### config.mk
export PLATFORM = sky130hd
export DESIGN_NAME = pwmwg_top
export DESIGN_NICKNAME = d
export VERILOG_FILES = /design/src/pwmwg_pkg.sv /design/src/pwmwg_top.sv
export SDC_FILE = /design/constraint.sdc
export NUM_CORES = 1
export LEC_CHECK = 0
export BUFFER_PORTS_ARGS = -buffer_cell sky130_fd_sc_hd__buf_2
export CAP_MARGIN = 20
export CORE_MARGIN = 2
export CORE_UTILIZATION = 50
export DETAILED_ROUTE_END_ITERATION = 6
export PLACE_DENSITY = 0.76
export SKIP_LAST_GASP = 1
export SLEW_MARGIN = 0
export SYNTH_ARGS = -nofsm -noshare
export SYNTH_HDL_FRONTEND = slang
export SYNTH_SLANG_ARGS = --single-unit
### constraint.sdc
create_clock -name clk -period 10.2 [get_ports clk]
set_clock_uncertainty 0.05 [all_clocks]
set_input_delay 0.51 -clock clk [delete_from_list [all_inputs] [get_ports clk]]
set_output_delay 0.51 -clock clk [all_outputs]
set_load 0.005 [all_outputs]
### src/pwmwg_pkg.sv
// package for the pulse-width waveform generator
// assumes a 32-bit register port with byte offsets as printed
package pwmwg_pkg;
   // register byte offsets
   localparam logic [7:0] OFS_IDENT = 8'h00;
   localparam logic [7:0] OFS_UNIT = 8'h04;
   localparam logic [7:0] OFS_CFG = 8'h08;
   localparam logic [7:0] OFS_GO = 8'h0C;
   localparam logic [7:0] OFS_RPT = 8'h10;
   localparam logic [7:0] OFS_CYCLE = 8'h14;
   localparam logic [7:0] OFS_LEAD = 8'h18;
   // configuration field positions
   localparam int CFG_RUN_BIT = 17;
   localparam int CFG_PIN_BIT = 16;
   localparam int CFG_IRQ_BIT = 6;
   localparam int CFG_IDLE_BIT = 5;
   localparam int CFG_LEAD_BIT = 4;
   localparam int CFG_TRIG_LSB = 2;
   localparam int CFG_MODE_LSB = 0;
   localparam int UNIT_FREE_BIT = 0;
   localparam int GO_BIT = 0;
   // identity fields; values are arbitrary
   localparam logic [1:0] ID_SCHEME = 2'h1;
   localparam logic [11:0] ID_FUNC = 12'hA5C;
   localparam logic [4:0] ID_IMPL = 5'h03;
   localparam logic [2:0] ID_MAJOR = 3'h2;
   localparam logic [1:0] ID_CUSTOM = 2'h0;
   localparam logic [5:0] ID_MINOR = 6'h01;
   // reset values
   localparam logic [31:0] RST_WORD = 32'h0000_0000;
   localparam logic [7:0] RST_RPT = 8'h00;
   // mode and trigger codes
   typedef enum logic [1:0] {
      MODE_OFF = 2'b00,
      MODE_ONESHOT = 2'b01,
      MODE_CONT = 2'b10,
      MODE_RSVD = 2'b11
   } pwmwg_mode_t;
   typedef enum logic [1:0] {
      TRIG_NONE = 2'b00,
      TRIG_RISE = 2'b01,
      TRIG_FALL = 2'b10,
      TRIG_RSVD = 2'b11
   } pwmwg_trig_t;
   // generator states
   typedef enum logic [1:0] {
      ST_IDLE = 2'b00,
      ST_ARMED = 2'b01,
      ST_RUN = 2'b10
   } pwmwg_state_t;
endpackage

### src/pwmwg_top.sv
// pulse-width waveform generator with register port
// assumes synchronous inputs, one clock, trigger already in clock domain
`timescale 1ns/1ps
`default_nettype none
module pwmwg_top
   import pwmwg_pkg::*;
#(
   parameter int CNT_W = 32
) (
   // clock and reset
   input wire logic clk,
   input wire logic reset,
   // register port
   input wire logic [7:0] reg_addr,
   input wire logic [31:0] reg_wdata,
   input wire logic reg_wr,
   input wire logic reg_rd,
   output logic [31:0] reg_rdata,
   // system inputs
   input wire logic trigger_in,
   input wire logic emu_suspend,
   input wire logic power_down,
   // outputs
   output logic waveform_out,
   output logic irq,
   output logic dma_sync_request
);
   // counters and registers are written for one fixed width
   if (CNT_W != 32) begin : g_bad_width
      $error("counter width must be 32");
   end

   logic free_r;
   logic irq_enable_r, idle_level_r, lead_level_r;
   logic [1:0] trig_sel_r, mode_r;
   logic [7:0] repeat_count_r;
   logic [31:0] cycle_length_r, lead_span_r;
   logic [31:0] sh_cycle_r, sh_lead_r, cnt_r;
   logic [7:0] per_left_r;
   logic out_r, evt_r, trig_d_r, pd_d_r;
   pwmwg_state_t state_r;
   logic [31:0] rdata_nxt;

   wire wr_cfg = reg_wr && reg_addr == OFS_CFG;
   wire go = reg_wr && reg_addr == OFS_GO && reg_wdata[GO_BIT];
   // reserved codes behave like disabled
   wire mode_on = mode_r == MODE_ONESHOT || mode_r == MODE_CONT;
   wire trig_on = trig_sel_r == TRIG_RISE || trig_sel_r == TRIG_FALL;
   wire halt = emu_suspend && !free_r;
   wire pd_exit = pd_d_r && !power_down;
   wire edge_seen = (trig_sel_r == TRIG_RISE && trigger_in && !trig_d_r)
      || (trig_sel_r == TRIG_FALL && !trigger_in && trig_d_r);
   wire last_cyc = cnt_r >= sh_cycle_r;
   wire oneshot = mode_r == MODE_ONESHOT;
   // period boundary, frozen by suspend
   wire wrap = state_r == ST_RUN && mode_on && !halt && last_cyc;
   wire finish = wrap && oneshot && per_left_r == 8'h00;
   wire start_run = (state_r == ST_ARMED && !halt && (edge_seen || evt_r))
      || (state_r == ST_IDLE && go && !trig_on && mode_on);

   // register file writes; all defaults on reset
   always_ff @(posedge clk) begin
      if (reset) begin
         free_r <= 1'b0;
         irq_enable_r <= 1'b0;
         idle_level_r <= 1'b0;
         lead_level_r <= 1'b0;
         trig_sel_r <= 2'b00;
         mode_r <= 2'b00;
         repeat_count_r <= RST_RPT;
         cycle_length_r <= RST_WORD;
         lead_span_r <= RST_WORD;
      end else if (reg_wr) begin
         if (reg_addr == OFS_UNIT) begin
            free_r <= reg_wdata[UNIT_FREE_BIT];
         end else if (wr_cfg) begin
            irq_enable_r <= reg_wdata[CFG_IRQ_BIT];
            idle_level_r <= reg_wdata[CFG_IDLE_BIT];
            lead_level_r <= reg_wdata[CFG_LEAD_BIT];
            trig_sel_r <= reg_wdata[CFG_TRIG_LSB +: 2];
            mode_r <= reg_wdata[CFG_MODE_LSB +: 2];
         end else if (reg_addr == OFS_RPT) begin
            repeat_count_r <= reg_wdata[7:0];
         end else if (reg_addr == OFS_CYCLE) begin
            cycle_length_r <= reg_wdata;
         end else if (reg_addr == OFS_LEAD) begin
            lead_span_r <= reg_wdata;
         end
      end
   end

   // delayed copies for edge detection
   always_ff @(posedge clk) begin
      if (reset) begin
         trig_d_r <= 1'b0;
         pd_d_r <= 1'b0;
      end else begin
         trig_d_r <= trigger_in;
         pd_d_r <= power_down;
      end
   end

   // generator state; power-down exit stops but keeps registers
   always_ff @(posedge clk) begin
      if (reset || pd_exit || !mode_on) begin
         state_r <= ST_IDLE;
      end else begin
         case (state_r)
            ST_IDLE: begin
               if (go && trig_on) begin
                  state_r <= ST_ARMED;
               end else if (start_run) begin
                  state_r <= ST_RUN;
               end
            end
            ST_ARMED: begin
               if (start_run) begin
                  state_r <= ST_RUN;
               end
            end
            ST_RUN: begin
               if (finish) begin
                  state_r <= ST_IDLE;
               end
            end
            default: state_r <= ST_IDLE;
         endcase
      end
   end

   // edge latched while suspended, used at release
   always_ff @(posedge clk) begin
      if (reset || state_r != ST_ARMED) begin
         evt_r <= 1'b0;
      end else if (halt && edge_seen) begin
         evt_r <= 1'b1;
      end
   end

   // shadow load and period counting; later edges ignored in run
   always_ff @(posedge clk) begin
      if (reset) begin
         sh_cycle_r <= RST_WORD;
         sh_lead_r <= RST_WORD;
         cnt_r <= RST_WORD;
         per_left_r <= RST_RPT;
      end else if (start_run || (wrap && !finish)) begin
         sh_cycle_r <= cycle_length_r;
         sh_lead_r <= lead_span_r;
         cnt_r <= RST_WORD;
         // after a continuous to one-shot switch the count loaded in continuous mode is decremented
         if (start_run || !oneshot || mode_r != MODE_ONESHOT)
            per_left_r <= repeat_count_r;
         else
            per_left_r <= per_left_r - 8'h01;
      end else if (state_r == ST_RUN && !halt) begin
         cnt_r <= cnt_r + 32'h1;
      end
   end

   // continuous mode reloads the repeat count at every period boundary
   // output level; zero span shows opposite, large span lead level
   always_ff @(posedge clk) begin
      if (reset) begin
         out_r <= 1'b0;
      end else if (!mode_on) begin
         out_r <= idle_level_r; // disable wins over freeze
      end else if (halt && state_r == ST_RUN) begin
         out_r <= out_r;
      end else if (start_run || (wrap && !finish)) begin
         out_r <= (lead_span_r != 32'h0) ? lead_level_r
            : !lead_level_r;
      end else if (state_r == ST_RUN && !finish) begin
         out_r <= ((cnt_r + 32'h1) < sh_lead_r) ? lead_level_r
            : !lead_level_r;
      end else begin
         out_r <= idle_level_r;
      end
   end

   // interrupt and dma pulse, one cycle, same moment
   always_ff @(posedge clk) begin
      if (reset) begin
         irq <= 1'b0;
         dma_sync_request <= 1'b0;
      end else begin
         // suspend withholds even a start taken while halted
         irq <= irq_enable_r && !halt && ((mode_r == MODE_CONT
            && (start_run || wrap)) || finish);
         dma_sync_request <= irq_enable_r && !halt && ((mode_r == MODE_CONT
            && (start_run || wrap)) || finish);
      end
   end

   assign waveform_out = out_r;

   // read mux
   always_comb begin
      rdata_nxt = 32'h0;
      if (reg_addr == OFS_IDENT) begin
         rdata_nxt = {ID_SCHEME, 2'b00, ID_FUNC, ID_IMPL, ID_MAJOR,
            ID_CUSTOM, ID_MINOR};
      end else if (reg_addr == OFS_UNIT) begin
         rdata_nxt[UNIT_FREE_BIT] = free_r;
      end else if (reg_addr == OFS_CFG) begin
         rdata_nxt[CFG_RUN_BIT] = state_r == ST_RUN;
         rdata_nxt[CFG_PIN_BIT] = out_r;
         rdata_nxt[CFG_IRQ_BIT] = irq_enable_r;
         rdata_nxt[CFG_IDLE_BIT] = idle_level_r;
         rdata_nxt[CFG_LEAD_BIT] = lead_level_r;
         rdata_nxt[CFG_TRIG_LSB +: 2] = trig_sel_r;
         rdata_nxt[CFG_MODE_LSB +: 2] = mode_r;
      end else if (reg_addr == OFS_RPT) begin
         rdata_nxt[7:0] = repeat_count_r;
      end else if (reg_addr == OFS_CYCLE) begin
         rdata_nxt = cycle_length_r;
      end else if (reg_addr == OFS_LEAD) begin
         rdata_nxt = lead_span_r;
      end
   end

   // read data one cycle after strobe, else zero
   always_ff @(posedge clk) begin
      if (reset) reg_rdata <= 32'h0;
      else reg_rdata <= reg_rd ? rdata_nxt : 32'h0;
   end
endmodule
`default_nettype wire

# After elaboration in Yosys (flattened, before gate mapping)
# Cells that the tools add are included.
[word_totals]
regBits = 223
in_bits = 47
out_inout_bits = 35
[classes]
addsub = 2
magnitude_cmp = 2
n_eq_ne = 16
mux = 22
bitwise_logic = 5
n_reduce_logical = 65
[ops]
columns = ["operator", "n"]
rows = [
  ["$mux 32", 2],
  ["$add 32x1->32 const B", 1],
  ["$ge 32x32->1", 1],
  ["$lt 32x32->1", 1],
  ["$reduce_bool 32->1", 1],
  ["$mux 31", 1],
  ["$mux 30", 1],
  ["$logic_and 1x1->1", 28],
  ["$eq 8x5->1 const B", 3],
  ["$mux 23", 1],
  ["$eq 8x4->1 const B", 2],
  ["$logic_not 8->1", 2],
  ["$mux 8", 2],
  ["$logic_or 1x1->1", 13],
  ["$mux 13", 1],
  ["$logic_not 1->1", 10],
  ["$mux 9", 1],
  ["$eq 8x3->1 const B", 1],
  ["$mux 2", 4],
  ["$sub 8x1->8 const B", 1],
  ["$mux 1", 7],
  ["$mux 7", 1],
  ["$eq 2x1->1 const B", 3],
  ["$eq 2x2->1 const B", 3],
  ["other kinds (14)", 21],
]

# Logic depth before layout (Yosys ltp)
# Gate-level depths: netlist (run 1).
[logic_depth]
ltp_word = 13
mapped_depth = 15
depth_no_buf = 15

# Worst setup path after synthesis (run 1)
# No wires, ideal clock.
[synth_timing]
kind = "reg2reg"
from = "reg cnt_r[0]"
to = "reg out_r, in the netlist waveform_out"
arrival_ns = 3.114
path_slack_ns = 6.957
stages_incl_launch_ff = 15
n_path_buf = 0
period_less_slack_ns = 3.243
path_cell_list = "dfxtp_1 -> ha_1 -> nand3_1 -> nor2_1 -> and4_1 -> and4_1 -> nand3_2 -> nor2_1 -> xor2_1 -> ha_1 -> and4_1 -> a221oi_1 -> and3_1 -> o21ai_0 -> a22oi_1"
[synth_between]
elab_chain_len = 10
word_cells_on_any_way = 15
classes_between = "add/sub: 1; order compare: 2; mux: 5; reduce/logical: 7"
[synth_rtl]
columns = ["item", "line_no", "source"]
rows = [
  ["start, declared", "pwmwg_top.sv:38", "logic [31:0] sh_cycle_r, sh_lead_r, cnt_r;"],
  ["start signal, assigned", "pwmwg_top.sv:157", "cnt_r <= cnt_r + 32'h1;"],
  ["parallel branches: the longest is 7 deep, another holds $add 32x1->32", "n/a", ""],
  ["$mux 1 *", "pwmwg_top.sv:170", "end else if (start_run || (wrap && !finish)) begin"],
  ["$mux 1 *", "pwmwg_top.sv:168", "end else if (halt && state_r == ST_RUN) begin"],
  ["$mux 1 *", "pwmwg_top.sv:166", "end else if (!mode_on) begin"],
  ["end signal, assigned", "pwmwg_top.sv:167", "out_r <= idle_level_r;"],
  ["end signal, assigned", "pwmwg_top.sv:169", "out_r <= out_r;"],
  ["end signal, assigned", "pwmwg_top.sv:171", "out_r <= (lead_span_r != 32'h0) ? lead_level_r"],
  ["end, declared", "pwmwg_top.sv:40", "logic out_r, evt_r, trig_d_r, pd_d_r;"],
]
# Every way passes the cells marked *. The select of a mux whose other input is x is not followed.
# A chain may end at the register's enable or synchronous reset.

# Final worst setup path (run 1)
# Ends and elaborated chain as after synthesis.

==> flow_summary_export.csv, run 1 <==
group,metric,value,unit
critical_path,worst-setup-path-type,"flop to flop",
sta,maxSlewHeadroom,35.95,%
status,status,"finished clean",
sta,finalCriticalPeriod,3.748,ns
logic_synthesis,synth.area.mux_share,4.624,%
placement,place_congestion,0.9218,
sta,worst_pin_slew,0.9607,ns
pwr,power_density,145.7,nW/um^2
finish,syn_to_final_growth,11.97,%
logic_synthesis,synth_area,10630,sq um
grt,track_usage,24.61,%
clock_tree,ctsHoldBuffers,0,
drt,wire_per_inst,16.82,um
die,initial_utilization,50.75,%
logic_synthesis,synth_ff_type,"dfxtp_1",
drt,vias_per_cell,5.598,
sta,final-setup-viol-count,0,
placement,dp_hpwl,19.25,mm
logic_synthesis,synth_top_family_by_area,"simple AND/OR/NAND/NOR gates",
sta,setup_tns,0,ns
die,dieArea,22450,sq um
finish,fillers,1907,
critical_path,crit_path_start_kind,"flop",
pwr,power.total,1.735,mW
clock_tree,cts_max_path_buffers,3,
logic_synthesis,ys_seq_area_share,41.98,%
placement,pre_cts_slack,6.479,ns
sta,fin_crit_sh,36.75,%
clock_tree,clk_pin_slew,0.06,ns
drt,routed_wl,27.73,mm
sta,hold_viol,0,
clock_tree,cts_tree,"done",
grt,grt_max_degree,93,
grt,antenna_found_initial,0,
hold_path,worst_hold_path_type,"input port to flop",
finish,fin_cells,1648,
logic_synthesis,synth_cells,1312,
logic_synthesis,syn_avg_cell_area,8.105,sq um
logic_synthesis,yosysWarnings,0,
drt,dr.first_iter.drc_count,868,
logic_synthesis,synth-seq-cells,223,
clock_tree,ctsResizeCount,0,
placement,port_buffers,81,
sta,layout_setup_ws,6.452,ns
finish,nets,1474,
logic_synthesis,synth_edf_count,0,
critical_path,cp.required,10.58,ns
sta,rsz0062_at_grt,"false",
logic_synthesis,async_reset_ff_share,0,%
finish,insertedDiodeCount,0,
die,die_h,149.8,um
logic_synthesis,synthSimpleGateAreaFrac,21.77,%
grt,overflow,0,
drt,vias,9226,
critical_path,cp-end-kind,"flop",
grt,grt_pass1_vias,8557,
clock_tree,numCtsBuffers,23,
finish,drive_above_1_share,10.56,%
sta,slew_viol_final,0,
pwr,cellLeakagePower,4.492,nW
die,die_w,149.8,um
clock_tree,cts_htree_levels,1,
logic_synthesis,synth_compound_area_share,12.73,%
clock_tree,clk_latency,0.51,ns
drt,post-route-drc-count,0,
logic_synthesis,synth_xor_area_share,5.189,%
logic_synthesis,synth_fa_ha_area_share,8.119,%
clock_tree,cts_root_buf,"clkbuf_16",
finish,layout_commonest_cell,"nand2_1",
placement,dp.cells,1608,
pwr,peakVddDrop,0.1372,mV
die,coreArea,20960,sq um
die,row_count,53,
logic_synthesis,syn_nets,1428,
logic_synthesis,ys_types,57,
drt,postRouteAntennaNets,0,
die,io_pins,82,
sta,max_freq,0.2668,GHz
critical_path,path_max_fanout,8,
finish,final_cell_mix,"nand2_1 (272), dfxtp_1 (223), a21oi_1 (155), nor2_1 (126), buf_2 (80)",
critical_path,arrival,4.13,ns
grt,grt_pass1_wl,44.46,mm
clock_tree,cts.sinks,223,
job,maxCapViolCount,0,
clock_tree,postCtsSetupRepairBufs,0,
drt,first_pass_iters,5,
critical path, stage by stage (launching register included):
cell and delay [ns]:
dfxtp_1 0.41, ha_1 0.23, nand3_1 0.18, nor2_1 0.42, and4_1 0.36, and4_1 0.29
nand3_2 0.15, nor2_1 0.16, xor2_1 0.17, ha_1 0.28, and4_1 0.23, a221oi_1 0.33
and3_1 0.20, o21ai_0 0.07, a22oi_1 0.15
flip-flops by register name (all words and copies together) (netlist names):
name	cells
cnt_r	32
cycle_length_r	32
lead_span_r	32
reg_rdata	32
sh_cycle_r	32
sh_lead_r	32
per_left_r	8
repeat_count_r	8
mode_r	2
state_r	2
trig_sel_r	2
dma_sync_request	1
evt_r	1
free_r	1
idle_level_r	1
irq_enable_r	1
lead_level_r	1
pd_d_r	1
trig_d_r	1
waveform_out	1
layer usage:
layer  wire length, um  up-vias  global-route usage (%)
met3              1906       46                   2.500
met2             12150      373                   37.49
met4               557        0                   6.321
li1                  -     4510                       -
met1             13120     4297                   37.16
met5                 0        -                       0
cell usage after synthesis, types with 4 or more instances:
cell type / number / share of area [%]
a21oi_1: 155 / 7.3
nand4_1: 11 / 0.65
dfxtp_1: 223 / 42
and3_1: 13 / 0.76
inv_1: 76 / 2.7
xnor2_1: 35 / 2.9
nand3_1: 24 / 1.1
a22oi_1: 24 / 1.7
buf_2: 9 / 0.42
nor3_1: 20 / 0.94
nand2b_1: 8 / 0.47
o21a_1: 4 / 0.28
nor2_1: 127 / 4.5
mux2i_1: 48 / 4.5
a222oi_1: 8 / 0.75
clkbuf_1: 55 / 1.9
o21ai_0: 21 / 0.99
and2_1: 7 / 0.41
nor4_1: 12 / 0.71
ha_1: 69 / 8.1
xor2_1: 28 / 2.3
nand2_1: 272 / 9.6
and4_1: 7 / 0.58
buf_4: 4 / 0.28
cell type report:
cell class,instances,area [sq um],area share [%]
Sequential cell,223,4464,37.49
Multi-Input combinational cell,942,5583,46.89
Inverter,76,285.3,2.396
Timing Repair Buffer,92,490.5,4.119
Tap cell,275,344.1,2.890
Clock buffer,28,614.3,5.160
Clock inverter,12,125.1,1.051
power breakdown:
part / leakage (nW) / total (mW) / switching (mW) / internal [mW]
sequential: 1.80 / 0.872 / 0.000620 / 0.871
combinational: 2.35 / 0.0353 / 0.0253 / 0.0100
clock: 0.346 / 0.828 / 0.348 / 0.480
total: 4.49 / 1.74 / 0.373 / 1.36
cell families (layout without fill, tap and decap cells):
group                    count (synthesis)  count (layout)
XOR/XNOR                                63              63
AND/OR/NAND/NOR                        526             526
flip-flops                             223             223
buffers and inverters                  147             208
AO/OA/AOI/OAI                          235             235
multiplexers                            49              49
adder cells (fa/ha/maj)                 69              69
through the flow:
stage	hold slack [ns]	util, %	area, sq um
after floorplan	0.3819	-	10630
after global placement	0.3888	53.29	11170
after detailed placement	0.3960	53.29	11170
after CTS	0.1875	56.82	11910
after global routing	0.1899	56.82	11910
final	0.1937	56.82	11910
worst paths after layout:
path	depth (start not counted)	slack (ns)	to	startpoint
hold reg to reg	2	0.40	sh_lead_r[10]$_SDFFE_PP0P_	sh_lead_r[10]$_SDFFE_PP0P_
hold / removal	2	0.19	pd_d_r$_SDFF_PP0_	power_down
setup reg to reg	14	6.45	waveform_out$_SDFFE_PP0P_	cnt_r[0]$_SDFFE_PP0P_
setup / recovery	14	6.45	waveform_out$_SDFFE_PP0P_	cnt_r[0]$_SDFFE_PP0P_
No activity file was read; power rests on OpenSTA's default activity.
==> run 2: changes to the inputs <==
- clock period: 10.2 -> 3.8 ns (I/O delays scaled with it)
==> run 2 against run 1 <==
Via count rose by 2.6%; critical path type unchanged; critical endpoint unchanged; die area stayed put; clock-buffer cell count up 2.
==> flow_summary_export.csv, run 2 (synthesis gave the netlist of run 1 again) <==
group,metric,value,unit
status,status,"finished clean",
die,row_count,53,
pwr,peakVddDrop,0.4131,mV
drt,routed_wl,28.66,mm
critical_path,crit_path_start,"cnt_r[0]$_SDFFE_PP0P_",
grt,grt_pass1_wl,45.86,mm
finish,drive_above_1_share,10.94,%
grt,grt_pass1_vias,8698,
critical_path,r2r_slack,0.26,ns
sta,maxSlewHeadroom,46.39,%
drt,vias,9464,
placement,dp_hpwl,19.60,mm
pwr,p_seq_share,48.6,%
drt,first_pass_iters,5,
pwr,combPwrFrac,2.6,%
sta,fin_crit_sh,93.21,%
critical_path,path_max_fanout,5,
pwr,clkPwrFrac,48.9,%
grt,track_usage,25.54,%
critical_path,worst-r2r-cell-count,14,
hold_path,worst_hold_path_type,"input port to flop",
sta,slew_viol_final,0,
finish,layout_commonest_cell,"nand2_1",
pwr,net-switching-power,1.034,mW
grt,grt_max_degree,63,
finish,nets,1517,
grt,antenna_found_initial,1,
sta,setup_tns,0,ns
clock_tree,cts_tree,"done",
critical_path,r2r-end,"waveform_out$_SDFFE_PP0P_",
critical_path,arrival,3.94,ns
drt,postRouteAntennaNets,0,
sta,rsz0062_at_grt,"false",
die,die_h,149.8,um
clock_tree,cts_max_path_buffers,3,
die,dieArea,22450,sq um
sta,max_freq,0.2823,GHz
critical_path,cp-end-kind,"flop",
pwr,power_density,389.3,nW/um^2
clock_tree,numCtsBuffers,23,
grt,overflow,0,
clock_tree,clk_latency,0.52,ns
drt,dr.first_iter.drc_count,939,
drt,wire_per_inst,16.94,um
critical_path,worst-setup-path-type,"flop to flop",
placement,place_congestion,0.9260,
critical_path,crit_path_start_kind,"flop",
clock_tree,clk_pin_slew,0.06,ns
job,maxCapViolCount,0,
pwr,cellLeakagePower,4.730,nW
drt,vias_per_cell,5.593,
pwr,switching_share,21.46,%
sta,finalCriticalPeriod,3.542,ns
finish,final_cell_mix,"nand2_1 (272), dfxtp_1 (223), a21oi_1 (155), nor2_1 (126), buf_2 (80)",
sta,hold_viol,0,
clock_tree,cts.sinks,223,
finish,post-route-util,59.09,%
clock_tree,cts_htree_levels,1,
critical_path,reg2reg_from,"cnt_r[0]$_SDFFE_PP0P_",
hold_path,hold_depth,4,
placement,port_buffers,81,
drt,post-route-drc-count,0,
finish,syn_to_final_growth,16.45,%
finish,insertedDiodeCount,0,
clock_tree,cts_root_buf,"clkbuf_16",
sta,worst_pin_slew,0.7997,ns
pwr,intPower,3.786,mW
die,io_pins,82,
critical_path,cp.required,4.20,ns
die,initial_utilization,50.75,%
die,coreArea,20960,sq um
sta,final-setup-viol-count,0,
die,die_w,149.8,um
hold_path,min_from,"reg_wr",
hold_path,hold_end,"free_r$_SDFFE_PP0P_",
run 2: changes by cell type in the layout (fill, tap and decap cells not counted):
cell           change
inv_6              +2
clkinv_2           +2
and4_2             +1
o311ai_0           -1
buf_4              +6
clkinvlp_4         -6
bufinv_16          +1
buf_12             +2
and4_1             -1
o311ai_1           +1
dlygate4sd3_1     +35
clkbuf_8           +2
run 2: power groups by stage:
stage                     logic [mW]  registers, mW  clock network [mW]
after floorplan               0.0458           2.39                   0
after global placement        0.0931           2.39                   0
after global routing           0.132           2.34                2.47
after detailed placement      0.0932           2.39                   0
final                          0.124           2.34                2.36
after CTS                      0.121           2.34                2.37
run 2: worst max-delay path by stage:
stage | endpoint | slack, ns | cells past startpoint
detailed placement | waveform_out$_SDFFE_PP0P_ | 0.24 | 14
floorplan | waveform_out$_SDFFE_PP0P_ | 0.56 | 14
global placement | waveform_out$_SDFFE_PP0P_ | 0.34 | 14
CTS | waveform_out$_SDFFE_PP0P_ | 0.21 | 14
global route | waveform_out$_SDFFE_PP0P_ | 0.01 | 14
finish | waveform_out$_SDFFE_PP0P_ | 0.26 | 14
run 2: through the flow:
step                hold slack [ns]  instance area [sq um]  setup slack [ns]  cells  power [mW]
floorplan                    0.2682                  10630            0.5566   1312       2.438
global placement             0.3648                  11240            0.3361   1614       2.486
detailed placement           0.3724                  11240            0.2447   1614       2.486
CTS                         0.02163                  12370            0.2138   1690       4.833
global route                0.06015                  12380          0.009514   1692       4.941
finish                      0.02493                  12380            0.2581   1692       4.820
run 2: cell type report:
type | count | area (sq um)
Sequential cell | 223 | 4464
Clock buffer | 30 | 641.9
Fill cell | 1820 | 8572
Tap cell | 275 | 344.1
Inverter | 76 | 285.3
Timing Repair Buffer | 135 | 925.9
Clock inverter | 11 | 137.6
Multi-Input combinational cell | 942 | 5584
run 2: routing by layer:
| layer | share of wire, % | vias up | global-route usage, % | wire, um |
|---|---|---|---|---|
| li1 | - | 4595 | - | - |
| met1 | 46 | 4436 | 37.93 | 13230 |
| met2 | 44 | 393 | 38.47 | 12580 |
| met3 | 8.2 | 40 | 4.787 | 2364 |
| met4 | 1.7 | 0 | 5.708 | 493 |
| met5 | 0 | - | 0 | 0 |
run 2: timing repair:
action,in CTS,in global routing
hold buffers,35,0
resized for setup,0,2
setup endpoints to repair,0,1
hold endpoints to repair,85,0
buffers inserted,0,2
run 2: critical path: stages (launching register included):
cell      delay, ns
dfxtp_1        0.41
ha_1           0.24
nand3_1        0.18
nor2_1         0.26
and4_2         0.32
and4_1         0.29
nand3_2        0.15
nor2_1         0.17
xor2_1         0.17
ha_1           0.27
and4_1         0.23
a221oi_1       0.33
and3_1         0.21
o21ai_0        0.07
a22oi_1        0.14
==> run 3: changes to the inputs <==
- BUFFER_PORTS_ARGS: -buffer_cell sky130_fd_sc_hd__buf_2 -> -buffer_cell sky130_fd_sc_hd__clkbuf_2
- PLACE_DENSITY: 0.76 -> 0.71
- clock period: 3.8 -> 3.05 ns (I/O delays scaled with it)
==> run 3 against run 2 <==
The run now ends with DRC left; sequential power rose by 24%; routed wire length rose by 3.2%; power rose by 26%; highest routed layer is now met5; cell count rose by 3.3%; clock-buffer cell count fell by 2; non-clock buffer count rose by 55; critical path type unchanged; largest cell class unchanged; worst setup slack got worse by 0.21 ns; critical endpoint unchanged; flip-flop and latch count did not move; cell area rose by 5.6%.
==> flow_summary_export.csv, run 3 (synthesis gave the netlist of run 1 again) <==
group,metric,value,unit
drt,routed_wl,29.57,mm
finish,fillers,1813,
die,initial_utilization,50.75,%
grt,grt_max_degree,161,
critical_path,r2r_slack,0.05,ns
sta,finalCriticalPeriod,3.004,ns
clock_tree,clk_latency,0.53,ns
critical_path,path_max_fanout,5,
grt,antenna_found_initial,2,
die,die_h,149.8,um
drt,vias,9568,
drt,dr.first_iter.drc_count,1004,
die,io_pins,82,
critical_path,cp.required,3.44,ns
job,maxCapViolCount,0,
die,dieArea,22450,sq um
finish,fin_area,13080,sq um
sta,fin_crit_sh,98.48,%
die,die_w,149.8,um
drt,first_pass_iters,7,
drt,post-route-drc-count,1,
critical_path,cp_cell_sequence,"ha_2, nand3_4, nor2_4, and4_4, and4_4, nand3_2, buf_4, xnor2_2, ha_1, and4_1, a221oi_2, and3_1, o21ai_1, a22oi_1",
pwr,cellLeakagePower,5.054,nW
status,status,"complete, but fails checks",
finish,insertedDiodeCount,0,
status,violations,"DRC",
placement,pre_cts_slack,-0.1103,ns
sta,rsz0062_at_grt,"true",
sta,hold_viol,0,
grt,overflow,0,
pwr,power_density,465.5,nW/um^2
drt,wire_per_inst,16.93,um
placement,port_buffers,81,
finish,fin_cells,1747,
critical_path,cp-end-kind,"flop",
grt,grt_pass1_wl,46.29,mm
critical_path,crit_path_start_kind,"flop",
finish,drive_above_1_share,16.17,%
grt,track_usage,25.81,%
critical_path,worst-r2r-cell-count,14,
sta,holdWs,0.01050,ns
critical_path,cp-endpoint,"waveform_out$_SDFFE_PP0P_",
pwr,peakVddDrop,0.4823,mV
placement,place_congestion,0.8824,
clock_tree,clk_pin_slew,0.06,ns
sta,final-setup-viol-count,0,
hold_path,worst_hold_path_type,"input port to flop",
critical_path,crit_path_start,"cnt_r[0]$_SDFFE_PP0P_",
critical_path,worst-setup-path-type,"flop to flop",
critical_path,arrival,3.40,ns
clock_tree,numCtsBuffers,23,
clock_tree,cts_htree_levels,1,
sta,layout_setup_ws,0.04628,ns
critical_path,r2r-end,"waveform_out$_SDFFE_PP0P_",
placement,dp_hpwl,20.13,mm
sta,setup_tns,0,ns
critical_path,slowest_delay,0.37,ns
sta,max_freq,0.3329,GHz
placement,dpl-instance-area,11680,sq um
sta,worst_pin_slew,0.7130,ns
finish,syn_to_final_growth,22.98,%
finish,nets,1572,
clock_tree,cts.sinks,223,
sta,slew_viol_final,0,
sta,maxSlewHeadroom,52.47,%
grt,grt_pass1_vias,8828,
drt,postRouteAntennaNets,0,
critical_path,cp_common_cell,"and4_4",
clock_tree,cts_tree,"done",
placement,dp.cells,1664,
finish,final_cell_mix,"nand2_1 (271), dfxtp_1 (217), a21oi_1 (155), nor2_1 (122), clkbuf_2 (80)",
finish,layout_commonest_cell,"nand2_1",
clock_tree,cts_max_path_buffers,3,
clock_tree,cts_root_buf,"clkbuf_16",
die,coreArea,20960,sq um
critical_path,crit_slowest_cell,"dfxtp_4",
drt,vias_per_cell,5.477,
die,row_count,53,
critical_path,reg2reg_from,"cnt_r[0]$_SDFFE_PP0P_",
[run 3: cell type report]
type	count	area, sq um	area share [%]
Timing Repair Buffer	190	1423	10.88
Tap cell	275	344.1	2.631
Clock inverter	13	206.4	1.579
Clock buffer	28	604.3	4.621
Sequential cell	223	4479	34.25
Inverter	76	285.3	2.181
Multi-Input combinational cell	942	5736	43.86
[run 3: worst min-delay path by stage]
stage	depth (start not counted)	slack [ns]	endpoint	start
finish	4	0.01	free_r$_SDFFE_PP0P_	reg_wr
global route	4	0.03	free_r$_SDFFE_PP0P_	reg_wr
CTS	4	0.003	free_r$_SDFFE_PP0P_	reg_wr
detailed placement	3	0.35	lead_span_r[9]$_SDFFE_PP0P_	reg_wdata[9]
global placement	3	0.34	lead_span_r[9]$_SDFFE_PP0P_	reg_wdata[9]
floorplan	1	0.23	pd_d_r$_SDFF_PP0_	power_down
[run 3: layer usage]
layer	global-route usage (%)	wire length, um
met1	38.02	13390
met3	4.177	2447
met5	0	23
met2	40.09	13340
met4	4.953	363
[run 3: power by group]
part	switching, mW	total [mW]	internal [mW]
clock network	1.17	3.01	1.84
registers	0.00210	2.91	2.91
logic	0.0927	0.159	0.0664
[run 3: critical path: cells and delay by family (launching register included)]
family                     cells  cell delay (ns)
AOI/OAI and AO/OA              3             0.50
xor gates and xnor gates       1             0.14
adders and majority gates      2             0.49
buffers and inverters          1             0.18
DFF                            1             0.37
and+or+nand+nor                7             1.21
[run 3: what timing repair did]
| action | CTS | global route |
|---|---|---|
| endpoints found under the setup margin | 1 | 29 |
| cloned | 0 | 2 |
| hold buffers | 35 | 0 |
| hold endpoints to repair | 85 | 0 |
| pin swaps | 3 | 17 |
| gates resized for setup | 19 | 21 |
| buffers inserted | 1 | 4 |
[run 3: metrics by stage]
| stage | power, mW | util (%) |
|---|---|---|
| floorplan | 3.038 | - |
| CTS | 6.121 | 61.64 |
| finish | 6.087 | 62.41 |
| detailed placement | 3.103 | 55.73 |
| global route | 6.251 | 62.41 |
| global placement | 3.103 | 55.73 |
